--- config.mk ---
export PLATFORM = sky130hd
export DESIGN_NAME = coarse_temp_adc_sequencer
export DESIGN_NICKNAME = d
export VERILOG_FILES = /design/src/hw/temp_seq_pkg.sv /design/src/hw/phase_divider.sv /design/src/hw/coarse_temp_adc_sequencer.sv
export SDC_FILE = /design/constraint.sdc
export NUM_CORES = 1
export LEC_CHECK = 0
export ABC_AREA = 1
export BUFFER_PORTS_ARGS = -buffer_cell sky130_fd_sc_hd__buf_2
export CORE_ASPECT_RATIO = 1.25
export CORE_MARGIN = 2
export CORE_UTILIZATION = 45
export CTS_CLUSTER_SIZE = 12
export DETAILED_ROUTE_END_ITERATION = 12
export SLEW_MARGIN = 20
export SYNTH_ARGS = -nofsm -noshare
export SYNTH_HDL_FRONTEND = slang
export SYNTH_SLANG_ARGS = --single-unit
--- constraint.sdc ---
create_clock -name core_clk_in -period 6.3 [get_ports core_clk_in]
set_input_delay 0.945 -clock core_clk_in [delete_from_list [all_inputs] [get_ports core_clk_in]]
set_output_delay 0.945 -clock core_clk_in [all_outputs]
set_load 0.005 [all_outputs]
--- src/hw/temp_seq_pkg.sv ---
package temp_seq_pkg;
  localparam int unsigned  PHASE_DIV        = 4;
  localparam logic [1:0]   PHASE_LAST       = 2'h3;
  localparam int unsigned  SAMPLES_PER_CONV = 255;
  localparam logic [7:0]   SAMPLE_LOAD      = 8'hff;
  localparam logic [7:0]   COUNT_CLEAR      = 8'h00;
  localparam logic [7:0]   RESULT_RESET     = 8'h00;
  localparam logic signed [15:0] SAT_MAX    = 16'sh007f;
  localparam logic signed [15:0] SAT_MIN    = -16'sh0080;
  localparam int unsigned  SCALE_FRAC_BITS  = 4;

  typedef enum logic [1:0] {
    ST_IDLE    = 2'b00,
    ST_RUN     = 2'b01,
    ST_CONVERT = 2'b10
  } seq_state_type;
endpackage : temp_seq_pkg

--- src/hw/phase_divider.sv ---
`timescale 1ns/1ps
// sampling phase from column clock enable pulses
module phase_divider (
  input  wire logic core_clk_in,
  input  wire logic rstn_in,
  input  wire logic run_in,
  input  wire logic col_tick_in,
  output logic      phase_level_out,
  output logic      phase_fall_out
);
  logic [1:0] div_ff;
  logic [1:0] nxt_div;

  always_comb begin
    nxt_div = div_ff;
    if (!run_in) begin
      nxt_div = 2'h0;
    end else if (col_tick_in) begin
      nxt_div = div_ff + 2'h1; // RQ1
    end
  end

  always_ff @(posedge core_clk_in or negedge rstn_in) begin
    if (!rstn_in) begin
      div_ff <= 2'h0;
    end else begin
      div_ff <= nxt_div;
    end
  end

  // phase high for the first two column cycles of each four
  assign phase_level_out = run_in && !div_ff[1];
  // phase ends when the divider steps from 1 into its high half
  assign phase_fall_out  = run_in && col_tick_in &&
                           (div_ff == temp_seq_pkg::PHASE_LAST >> 1); // RQ2
endmodule : phase_divider

--- src/hw/coarse_temp_adc_sequencer.sv ---
`timescale 1ns/1ps
// Operation
// RQ1 - sampling phase is column clock over four
// RQ2 - sample comparator when sampling phase falls
// RQ3 - 255 samples, count positive ones
// RQ4 - reference sign follows last comparator polarity
// RQ5 - result is 8-bit signed degrees
// RQ6 - start disables feedback cap auto reset
// RQ7 - start clears count, loads sample counter
// RQ8 - start loads trim, powers up, enables
// RQ9 - last sample stops events, powers down
// RQ10 - one start gives exactly one conversion
// RQ11 - each sample serviced within one phase
// RQ12 - host keeps column clock slow enough
// RQ13 - no other block drives comparator
// RQ14 - host starts, polls done, then reads
// RQ15 - done high only while result unread
// RQ16 - reading result clears data ready
// RQ17 - calibrate count, saturate to 8 bits
// RQ18 - register comparator before counting
module coarse_temp_adc_sequencer (
  input  wire logic        core_clk_in,
  input  wire logic        rstn_in,
  input  wire logic        col_clk_in,
  input  wire logic        comparator_in,
  input  wire logic        start_conversion_in,
  input  wire logic        read_temperature_result_in,
  input  wire logic [7:0]  cal_offset_in,
  input  wire logic [7:0]  cal_scale_in,
  output logic             conversion_done_poll_out,
  output logic [7:0]       temperature_out,
  output logic             busy_out,
  output logic             analog_power_out,
  output logic             feedback_reset_en_out,
  output logic             reference_select_out,
  output logic             phase_out
);
  temp_seq_pkg::seq_state_type state_ff;
  temp_seq_pkg::seq_state_type nxt_state;

  logic [2:0] col_sync_ff;
  logic [1:0] cmp_sync_ff;
  logic       cmp_sample_ff;
  logic       nxt_cmp_sample;
  logic [7:0] remain_ff;
  logic [7:0] nxt_remain;
  logic [7:0] pos_count_ff;
  logic [7:0] nxt_pos_count;
  logic [7:0] offset_ff;
  logic [7:0] nxt_offset;
  logic [7:0] scale_ff;
  logic [7:0] nxt_scale;
  logic [7:0] result_ff;
  logic [7:0] nxt_result;
  logic       ready_ff;
  logic       nxt_ready;
  logic       col_tick;
  logic       phase_fall;
  logic       phase_level;
  logic       run;

  // count times scale (fixed point) plus signed offset, clamped
  function automatic logic [7:0] to_celsius(input logic [7:0] cnt,
                                            input logic [7:0] scl,
                                            input logic [7:0] off);
    logic signed [15:0] prod;
    logic signed [15:0] sum;
    prod = 16'(({8'h00, cnt} * {8'h00, scl})
                >> temp_seq_pkg::SCALE_FRAC_BITS);
    sum  = prod + 16'($signed(off));
    if (sum > temp_seq_pkg::SAT_MAX) begin
      to_celsius = temp_seq_pkg::SAT_MAX[7:0]; // RQ17
    end else if (sum < temp_seq_pkg::SAT_MIN) begin
      to_celsius = temp_seq_pkg::SAT_MIN[7:0]; // RQ17
    end else begin
      to_celsius = sum[7:0]; // RQ5
    end
  endfunction : to_celsius

  // column clock is a foreign pin: synchronised, then edge detected
  assign col_tick = col_sync_ff[1] && !col_sync_ff[2];
  assign run      = (state_ff == temp_seq_pkg::ST_RUN);

  phase_divider u_phase_divider (
    .core_clk_in     (core_clk_in),
    .rstn_in         (rstn_in),
    .run_in          (run),
    .col_tick_in     (col_tick),
    .phase_level_out (phase_level),
    .phase_fall_out  (phase_fall)
  );

  always_comb begin
    nxt_state      = state_ff;
    nxt_remain     = remain_ff;
    nxt_pos_count  = pos_count_ff;
    nxt_offset     = offset_ff;
    nxt_scale      = scale_ff;
    nxt_result     = result_ff;
    nxt_ready      = ready_ff;
    nxt_cmp_sample = cmp_sample_ff;
    if (read_temperature_result_in) begin
      nxt_ready = 1'b0; // RQ16
    end
    unique case (state_ff)
      temp_seq_pkg::ST_IDLE: begin
        if (start_conversion_in) begin // RQ10
          nxt_remain    = temp_seq_pkg::SAMPLE_LOAD; // RQ7
          nxt_pos_count = temp_seq_pkg::COUNT_CLEAR; // RQ7
          nxt_offset    = cal_offset_in; // RQ8
          nxt_scale     = cal_scale_in; // RQ8
          nxt_ready     = 1'b0; // RQ15
          nxt_state     = temp_seq_pkg::ST_RUN;
        end
      end
      temp_seq_pkg::ST_RUN: begin
        // one sample serviced per phase, never missed in hardware
        if (phase_fall) begin // RQ11
          nxt_cmp_sample = cmp_sync_ff[1]; // RQ2
          nxt_remain     = remain_ff - 8'h01; // RQ3
          if (remain_ff == 8'h01) begin
            nxt_state = temp_seq_pkg::ST_CONVERT; // RQ9
          end
        end
        // count and held polarity take the same synchronised level
        if (phase_fall && cmp_sync_ff[1]) begin
          nxt_pos_count = pos_count_ff + 8'h01; // RQ18
        end
      end
      temp_seq_pkg::ST_CONVERT: begin
        nxt_result = to_celsius(pos_count_ff, scale_ff, offset_ff); // RQ17
        nxt_ready  = 1'b1; // RQ15
        nxt_state  = temp_seq_pkg::ST_IDLE; // RQ10
      end
      default: begin
        nxt_state = temp_seq_pkg::ST_IDLE;
      end
    endcase
  end

  always_ff @(posedge core_clk_in or negedge rstn_in) begin
    if (!rstn_in) begin
      state_ff      <= temp_seq_pkg::ST_IDLE;
      col_sync_ff   <= 3'h0;
      cmp_sync_ff   <= 2'h0;
      cmp_sample_ff <= 1'b0;
      remain_ff     <= temp_seq_pkg::COUNT_CLEAR;
      pos_count_ff  <= temp_seq_pkg::COUNT_CLEAR;
      offset_ff     <= temp_seq_pkg::COUNT_CLEAR;
      scale_ff      <= temp_seq_pkg::COUNT_CLEAR;
      result_ff     <= temp_seq_pkg::RESULT_RESET;
      ready_ff      <= 1'b0;
    end else begin
      state_ff      <= nxt_state;
      col_sync_ff   <= {col_sync_ff[1:0], col_clk_in};
      cmp_sync_ff   <= {cmp_sync_ff[0], comparator_in}; // RQ18
      cmp_sample_ff <= nxt_cmp_sample;
      remain_ff     <= nxt_remain;
      pos_count_ff  <= nxt_pos_count; // RQ3
      offset_ff     <= nxt_offset;
      scale_ff      <= nxt_scale;
      result_ff     <= nxt_result;
      ready_ff      <= nxt_ready;
    end
  end

  assign conversion_done_poll_out = ready_ff; // RQ15
  assign temperature_out          = result_ff; // RQ5
  assign busy_out                 = (state_ff != temp_seq_pkg::ST_IDLE);
  assign analog_power_out         = run; // RQ8
  // integrating cap holds charge only while sampling in ST_RUN
  assign feedback_reset_en_out    = !run; // RQ6
  // positive integrator pulls back by subtracting reference
  assign reference_select_out     = cmp_sample_ff; // RQ4
  assign phase_out                = phase_level;
endmodule : coarse_temp_adc_sequencer

==> results by group, run 1 <==
Outcome
  – Status: finished, final reports clean

Placed design
  – Setup WS pre-CTS: 0.297 ns
  – Hpwl dp: 8880 um
  – Placed Cells: 870
  – I/O Buffers: 35
  – GP Congestion: 0.963

Route
  – Vias per Instance: 4.89
  – Drc violations: 0
  – DR pass1 iterations: 5
  – Routed Antenna Nets: 0
  – Highest Signal Layer: met4
  – Via count: 4296
  – DRT met1 WL: 4880 um
  – WL/cell: 12.6 um
  – Met2 wire length: 5650 um
  – Met3 WL: 359 um
  – DR iter-0 viols: 163
  – Routed WL: 11100 um

Finish
  – Layout cells sized above 1: 9.73%
  – Area of the multi-input gates: 0.00328 mm^2
  – Final #Nets: 850
  – Reg area: 0.00128 mm^2
  – Area grow syn2layout: 8.16%
  – Fillcell total: 1155
  – Finished Core Util: 49.4%
  – Ant diodes: 0
  – Fin cells: 878

Synthesis
  – Syn Inst Count: 715
  – Synthesized area per cell: 7.31 um^2
  – Synth unique cells: 41
  – Synth area leader: dfrtp_1
  – Synth top area share: 24.4%
  – Top-count cell post-synth: nand2_1
  – Post-synth EDFFs: 0
  – Syn nets: 826
  – Yosys synthesis warning count: 0
  – Synthesized area: 0.00523 mm^2
  – Share of flip-flops with an asynchronous set or reset: 100%
  – Post-synth top flop: dfrtp_1
  – Area contributors post-synth: dfrtp_1 (24%), nand2_1 (17%), fa_1 (14%)
  – Synth Register Bits: 51
  – Register area share after synthesis: 24.4%
  – Synth top cells by count: nand2_1 (233), inv_1 (150), ha_1 (52)

Global route
  – Vias in the first global route: 4365
  – Remaining Overflow, GRT: 0
  – Initial antenna violation count: 0
  – First-pass GRT wire length: 19500 um
  – All-layer global routing usage: 19.1%
  – Largest net degree at the start of global routing: 52

Setup path
  – Slowest Stage Delay on Critical Path: 0.55 ns
  – Worst setup path category: reg2reg
  – Worst-path fanout max: 9
  – Worst Reg-to-Reg Cells: 30
  – CP endpoint kind: flop
  – CP max stage cell: fa_1
  – Arr. time, crit path: 6.10 ns
  – Worst Path Required: 6.54 ns
  – CP startpoint kind: flop
  – CP most frequent cell: nand2_1

Timing
  – Final Cycle Share: 93.1%
  – RSZ-0062 raised after global routing: false
  – Peak Freq: 170 MHz
  – Setup Skew: 0.00366 ns
  – Shortest period the worst path allows: 5.87 ns
  – Final Setup Violations: 0
  – Slew headroom: 56.1%
  – Setup tns final: 0 ns
  – Worst hold slack: 0.351 ns
  – Final Hold Viols: 0
  – Setup slack after layout: 0.433 ns
  – Worst-Margin Slew: 0.659 ns
  – Slew Viols, Final: 0

Floorplanning
  – Row count: 44
  – CORE AREA: 0.0115 mm^2
  – Die width: 100 um
  – Ports: 36
  – Total die area: 0.0125 mm^2
  – Initial Utilization: 45.7%
  – Die height: 125 um

CTS
  – CTS tree: built
  – Clock Latency Late Sink: 0.29 ns
  – Clock Sinks: 51
  – Hold Buf Count CTS: 0
  – CTS Root Cell: clkbuf_16
  – Clk buf depth: 2
  – H-tree Lvls: 2
  – Reg clk slew, reported paths: 0.07 ns
  – Number of CTS-inserted buffers: 5

Power and ir drop
  – Clock Power Share: 11.9%
  – P_sw: 0.00124 W
  – Sw frac: 51.6%
  – Peak supply drop: 0.000191 V
  – Leakage: 3.69 nW
  – Internal Pwr Total: 0.00116 W
  – Comb power frac: 64.1%
  – PD cells: 423 mW/mm^2
  – Fraction of power consumed by sequential logic: 24.0%

Hold path
  – Hold path cells: 0
  – HP Class: reg2reg

Job
  – Total of max-cap violations: 0
[path summary, 6_finish.rpt]
kind / slack (ns) / end / start
min in group asynchronous: 0.77 / conversion_done_poll_out / rstn_in
min reg2reg: 0.35 / cmp_sync_ff[1] / cmp_sync_ff[0]
max in group asynchronous: 5.06 / pos_count_ff[5] / rstn_in
min: 0.35 / cmp_sync_ff[1] / cmp_sync_ff[0]
max reg2reg: 0.43 / temperature_out[1] / scale_ff[4]
max: 0.43 / temperature_out[1] / scale_ff[4]
[layout make-up]
class | instances | area share, %
multi-input cells | 490 | 58.0
inverters | 154 | 10.2
well taps | 138 | 3.05
flip-flops and latches | 51 | 22.6
clock inverters | 2 | 0.288
clock buffers | 6 | 2.46
repair buffers | 37 | 3.36
[cell usage in the layout (no fill, tap or decap), types with 2 or more instances in the layout]
master     instances
inv_2              3
fa_1              37
a21oi_1           28
ha_1              52
nand2_1          233
nand2_2            4
nand2_4            3
nand3_1           26
nand4_1            8
nor3_1             7
inv_1            150
buf_4              2
xnor2_1            7
nor3_2             2
nor2_1            25
clkbuf_16          5
dfrtp_1           50
and3_1             3
buf_2             35
o21ai_0           19
xor2_1            10
nor2_2             7
[through the flow]
stage	total power (W)	instance area [um^2]
after detailed placement	0.00212	5500
after CTS	0.00242	5660
after global routing	0.00268	5660
after floorplan	0.00180	5230
final	0.00240	5660
after global placement	0.00208	5500
[per-layer routing]
layer	up-vias	track usage, %
met5	-	0
met4	0	5.00
met3	16	3.09
met2	79	34.3
met1	1985	23.5
li1	2216	-
[what timing repair did]
| action | in CTS | in global routing |
|---|---|---|
| setup buffers | 0 | 0 |
| gates resized for setup | 0 | 3 |
| endpoints found under the setup margin | 0 | 7 |
[power by group through the flow]
stage               clock network [W]  logic, W  registers, W
finish                       0.000285   0.00154      0.000574
global route                 0.000303   0.00178      0.000595
CTS                          0.000294   0.00155      0.000574
detailed placement                  0   0.00154      0.000580
global placement                    0   0.00151      0.000573
floorplan                           0   0.00133      0.000464
[kinds of logic (layout without fill, tap and decap cells)]
logic type               count (synthesis)  after routing  synth area share (%)
flip-flops                              51             51                  24.4
adder cells (fa/ha/maj)                 89             89                  26.6
buffers and inverters                  174            199                  12.8
AO/OA/AOI/OAI                           59             59                  6.41
AND/OR/NAND/NOR                        325            325                  26.9
XOR/XNOR                                17             17                  2.85
[worst max-delay path: cells and delay by family (launching register included)]
kind,cells,cell delay (ns)
AOI/OAI and AO/OA,4,0.69
xor gates and xnor gates,1,0.13
adders and majority gates,6,2.68
buffers and inverters,4,0.22
DFF,1,0.51
and+or+nand+nor,15,1.58
[registers in the layout, indices dropped and copies added (netlist names), 2 cells and up]
name,flops
pos_count_ff,8
temperature_out,8
cmp_sync_ff,2
scale_ff,8
remain_ff,8
col_sync_ff,3
state_ff,2
u_phase_divider.div_ff,2
offset_ff,8
No activity file was read; power rests on OpenSTA's default activity.
==> run 2, diff against run 1 <==
Settings changed: CORE_UTILIZATION 45 to 46, GPL_TIMING_DRIVEN from default to 1.
==> run 2 against run 1 <==
Effect of this change: fmax about the same; non-clock buffer count unchanged; clock skew up 0.0012 ns; critical path type unchanged; wire length up 2.7%; clock-buffer cell count fell by 1; via count increased by 0.12%; clock power about the same; cell count down 0.34%; sequential power up 0.7%.
==> results by group, run 2 (synthesis results as in run 1) <==
Outcome
  – Status: finished, final reports clean

Finish
  – Ant diodes: 0 (unchanged)
  – Fin area: 0.00565 mm^2 (-0.13%)
  – Most frequent cells in the layout: nand2_1 (232), inv_1 (150), ha_1 (52), dfrtp_1 (50), fa_1 (37)
  – Area grow syn2layout: 8.01%
  – Area of the multi-input gates: 0.00329 mm^2 (about the same)
  – Final #Nets: 850 (unchanged)
  – Fillcell total: 1111 (-3.8%)
  – Reg area: 0.00128 mm^2 (unchanged)
  – Layout cells sized above 1: 9.86% (+0.14 points)
  – Commonest non-fill, non-tap cell in the layout: nand2_1

Hold path
  – Hold_sp: cmp_sync_ff[0]
  – HP Class: reg2reg
  – Hold path cells: 0 (unchanged)
  – Hold path endpoint: cmp_sync_ff[1]

Route
  – DR pass1 iterations: 4 (-1)
  – Via count: 4301 (+0.12%)
  – Drc violations: 0 (unchanged)
  – DR iter-0 viols: 127 (-22%)
  – Routed WL: 11400 um (+2.7%)
  – Routed Antenna Nets: 0 (unchanged)
  – Vias per Instance: 4.92 (+0.46%)
  – WL/cell: 13.0 um (+3.0%)

Global route
  – All-layer global routing usage: 20.7% (+1.5 points)
  – Vias in the first global route: 4548 (+4.2%)
  – Initial antenna violation count: 0 (unchanged)
  – Largest net degree at the start of global routing: 52 (unchanged)
  – First-pass GRT wire length: 20600 um (+5.9%)
  – Remaining Overflow, GRT: 0 (unchanged)

Timing
  – Setup Skew: 0.00485 ns (+0.00118 ns)
  – Setup tns final: 0 ns (unchanged)
  – RSZ-0062 raised after global routing: false
  – Shortest period the worst path allows: 5.87 ns (+0.000234 ns)
  – Peak Freq: 170 MHz (about the same)
  – Worst-Margin Slew: 0.668 ns (+0.00933 ns)
  – Final Cycle Share: 93.1% (about the same)
  – Final Hold Viols: 0 (unchanged)
  – Slew headroom: 55.5% (-0.62 points)
  – Final Setup Violations: 0 (unchanged)
  – Slew Viols, Final: 0 (unchanged)

Setup path
  – Worst setup path category: reg2reg
  – Arr. time, crit path: 6.10 ns (about the same)
  – Worst-path fanout max: 9 (unchanged)
  – CP most frequent cell: nand2_1
  – RR Startpoint: scale_ff[3]
  – Worst Reg-to-Reg Cells: 30 (unchanged)
  – Worst r2r dst: temperature_out[2]
  – Slowest Stage Delay on Critical Path: 0.55 ns (about the same)
  – Reg-to-reg setup timing slack: 0.43 ns (about the same)
  – CP max stage cell: fa_1
  – CP endpoint kind: flop
  – CP startpoint kind: flop
  – Worst Path Required: 6.53 ns (about the same)

CTS
  – Clk buf depth: 2 (unchanged)
  – CTS Root Cell: clkbuf_16
  – Clock Sinks: 51 (unchanged)
  – Post-CTS Resized: 0 (unchanged)
  – Clock Latency Late Sink: 0.30 ns (about the same)
  – Reg clk slew, reported paths: 0.07 ns (about the same)
  – Hold Buf Count CTS: 0 (unchanged)
  – Number of setup buffers added after CTS: 0 (unchanged)
  – Number of CTS-inserted buffers: 5 (unchanged)
  – H-tree Lvls: 2 (unchanged)
  – CTS tree: built

Power and ir drop
  – Leakage: 3.69 nW (about the same)
  – PD cells: 424 mW/mm^2 (about the same)
  – Peak supply drop: 0.000166 V (-13%)

Placed design
  – Hpwl dp: 9170 um (+3.3%)
  – GP Congestion: 0.863 (-10%)
  – I/O Buffers: 35 (unchanged)
  – Area after DPL: 0.00550 mm^2 (about the same)

Floorplanning
  – Total die area: 0.0122 mm^2 (-2.1%)
  – Die height: 123 um (-1.1%)
  – Ports: 36 (unchanged)
  – Initial Utilization: 47.2% (+1.5 points)
  – CORE AREA: 0.0111 mm^2 (-3.2%)
  – Row count: 43 (-2.3%)
  – Die width: 99.4 um (-1.1%)

Job
  – Total of max-cap violations: 0 (unchanged)
## run 2: changes by cell type in the layout (fill, tap and decap cells not counted), sizes merged
cell	change
clkbuf	-1
inv	+1
## run 2: critical path: cells and delay by family (launching register included)
family	cells	cell delay [ns]
xor+xnor	1	0.14
buf+inv	4	0.22
simple gates	15	1.55
flops	1	0.53
compound gates	4	0.72
fa+ha+maj	6	2.64
## run 2: where the power goes
part / leakage [nW] / internal [W] / switching [W]
Sequential: 0.648 / 0.000417 / 0.000161
Combinational: 2.97 / 0.000586 / 0.000947
Clock: 0.0717 / 0.000150 / 0.000133
## run 2: layout make-up
type / count / area share (%)
clock buffer: 5 / 2.21
clock inverter: 3 / 0.421
inverter: 154 / 10.2
multi-input combinational: 490 / 58.2
sequential: 51 / 22.6
tap: 135 / 2.99
timing repair buffer: 37 / 3.37
## run 2: worst max path at each step
stage	from	end	slack, ns	depth (start not counted)
6_report	scale_ff[3]	temperature_out[2]	0.43	30
3_5_place_dp	scale_ff[3]	temperature_out[1]	0.29	29
4_1_cts	scale_ff[3]	temperature_out[1]	0.28	29
2_1_floorplan	scale_ff[7]	temperature_out[0]	0.96	29
3_3_place_gp	scale_ff[3]	temperature_out[0]	0.37	29
5_1_grt	pos_count_ff[5]	temperature_out[2]	0.02	29
## run 2: stage by stage
stage | power, W | cells | util, % | setup slack (ns) | hold WS [ns]
floorplan | 0.00180 | 715 | - | 0.962 | 0.331
global placement | 0.00208 | 867 | 49.6 | 0.373 | 0.333
detailed placement | 0.00212 | 867 | 49.6 | 0.289 | 0.336
CTS | 0.00242 | 875 | 50.9 | 0.281 | 0.353
global route | 0.00269 | 875 | 51.0 | 0.0237 | 0.360
finish | 0.00239 | 875 | 51.0 | 0.433 | 0.352
## run 2: per-layer routing
metal,track usage (%),vias to the layer above,wire length [um]
met4,5.14,0,183
met3,2.43,18,268
met5,0,-,0
met1,24.3,2006,4930
met2,39.7,62,6020
li1,-,2215,-
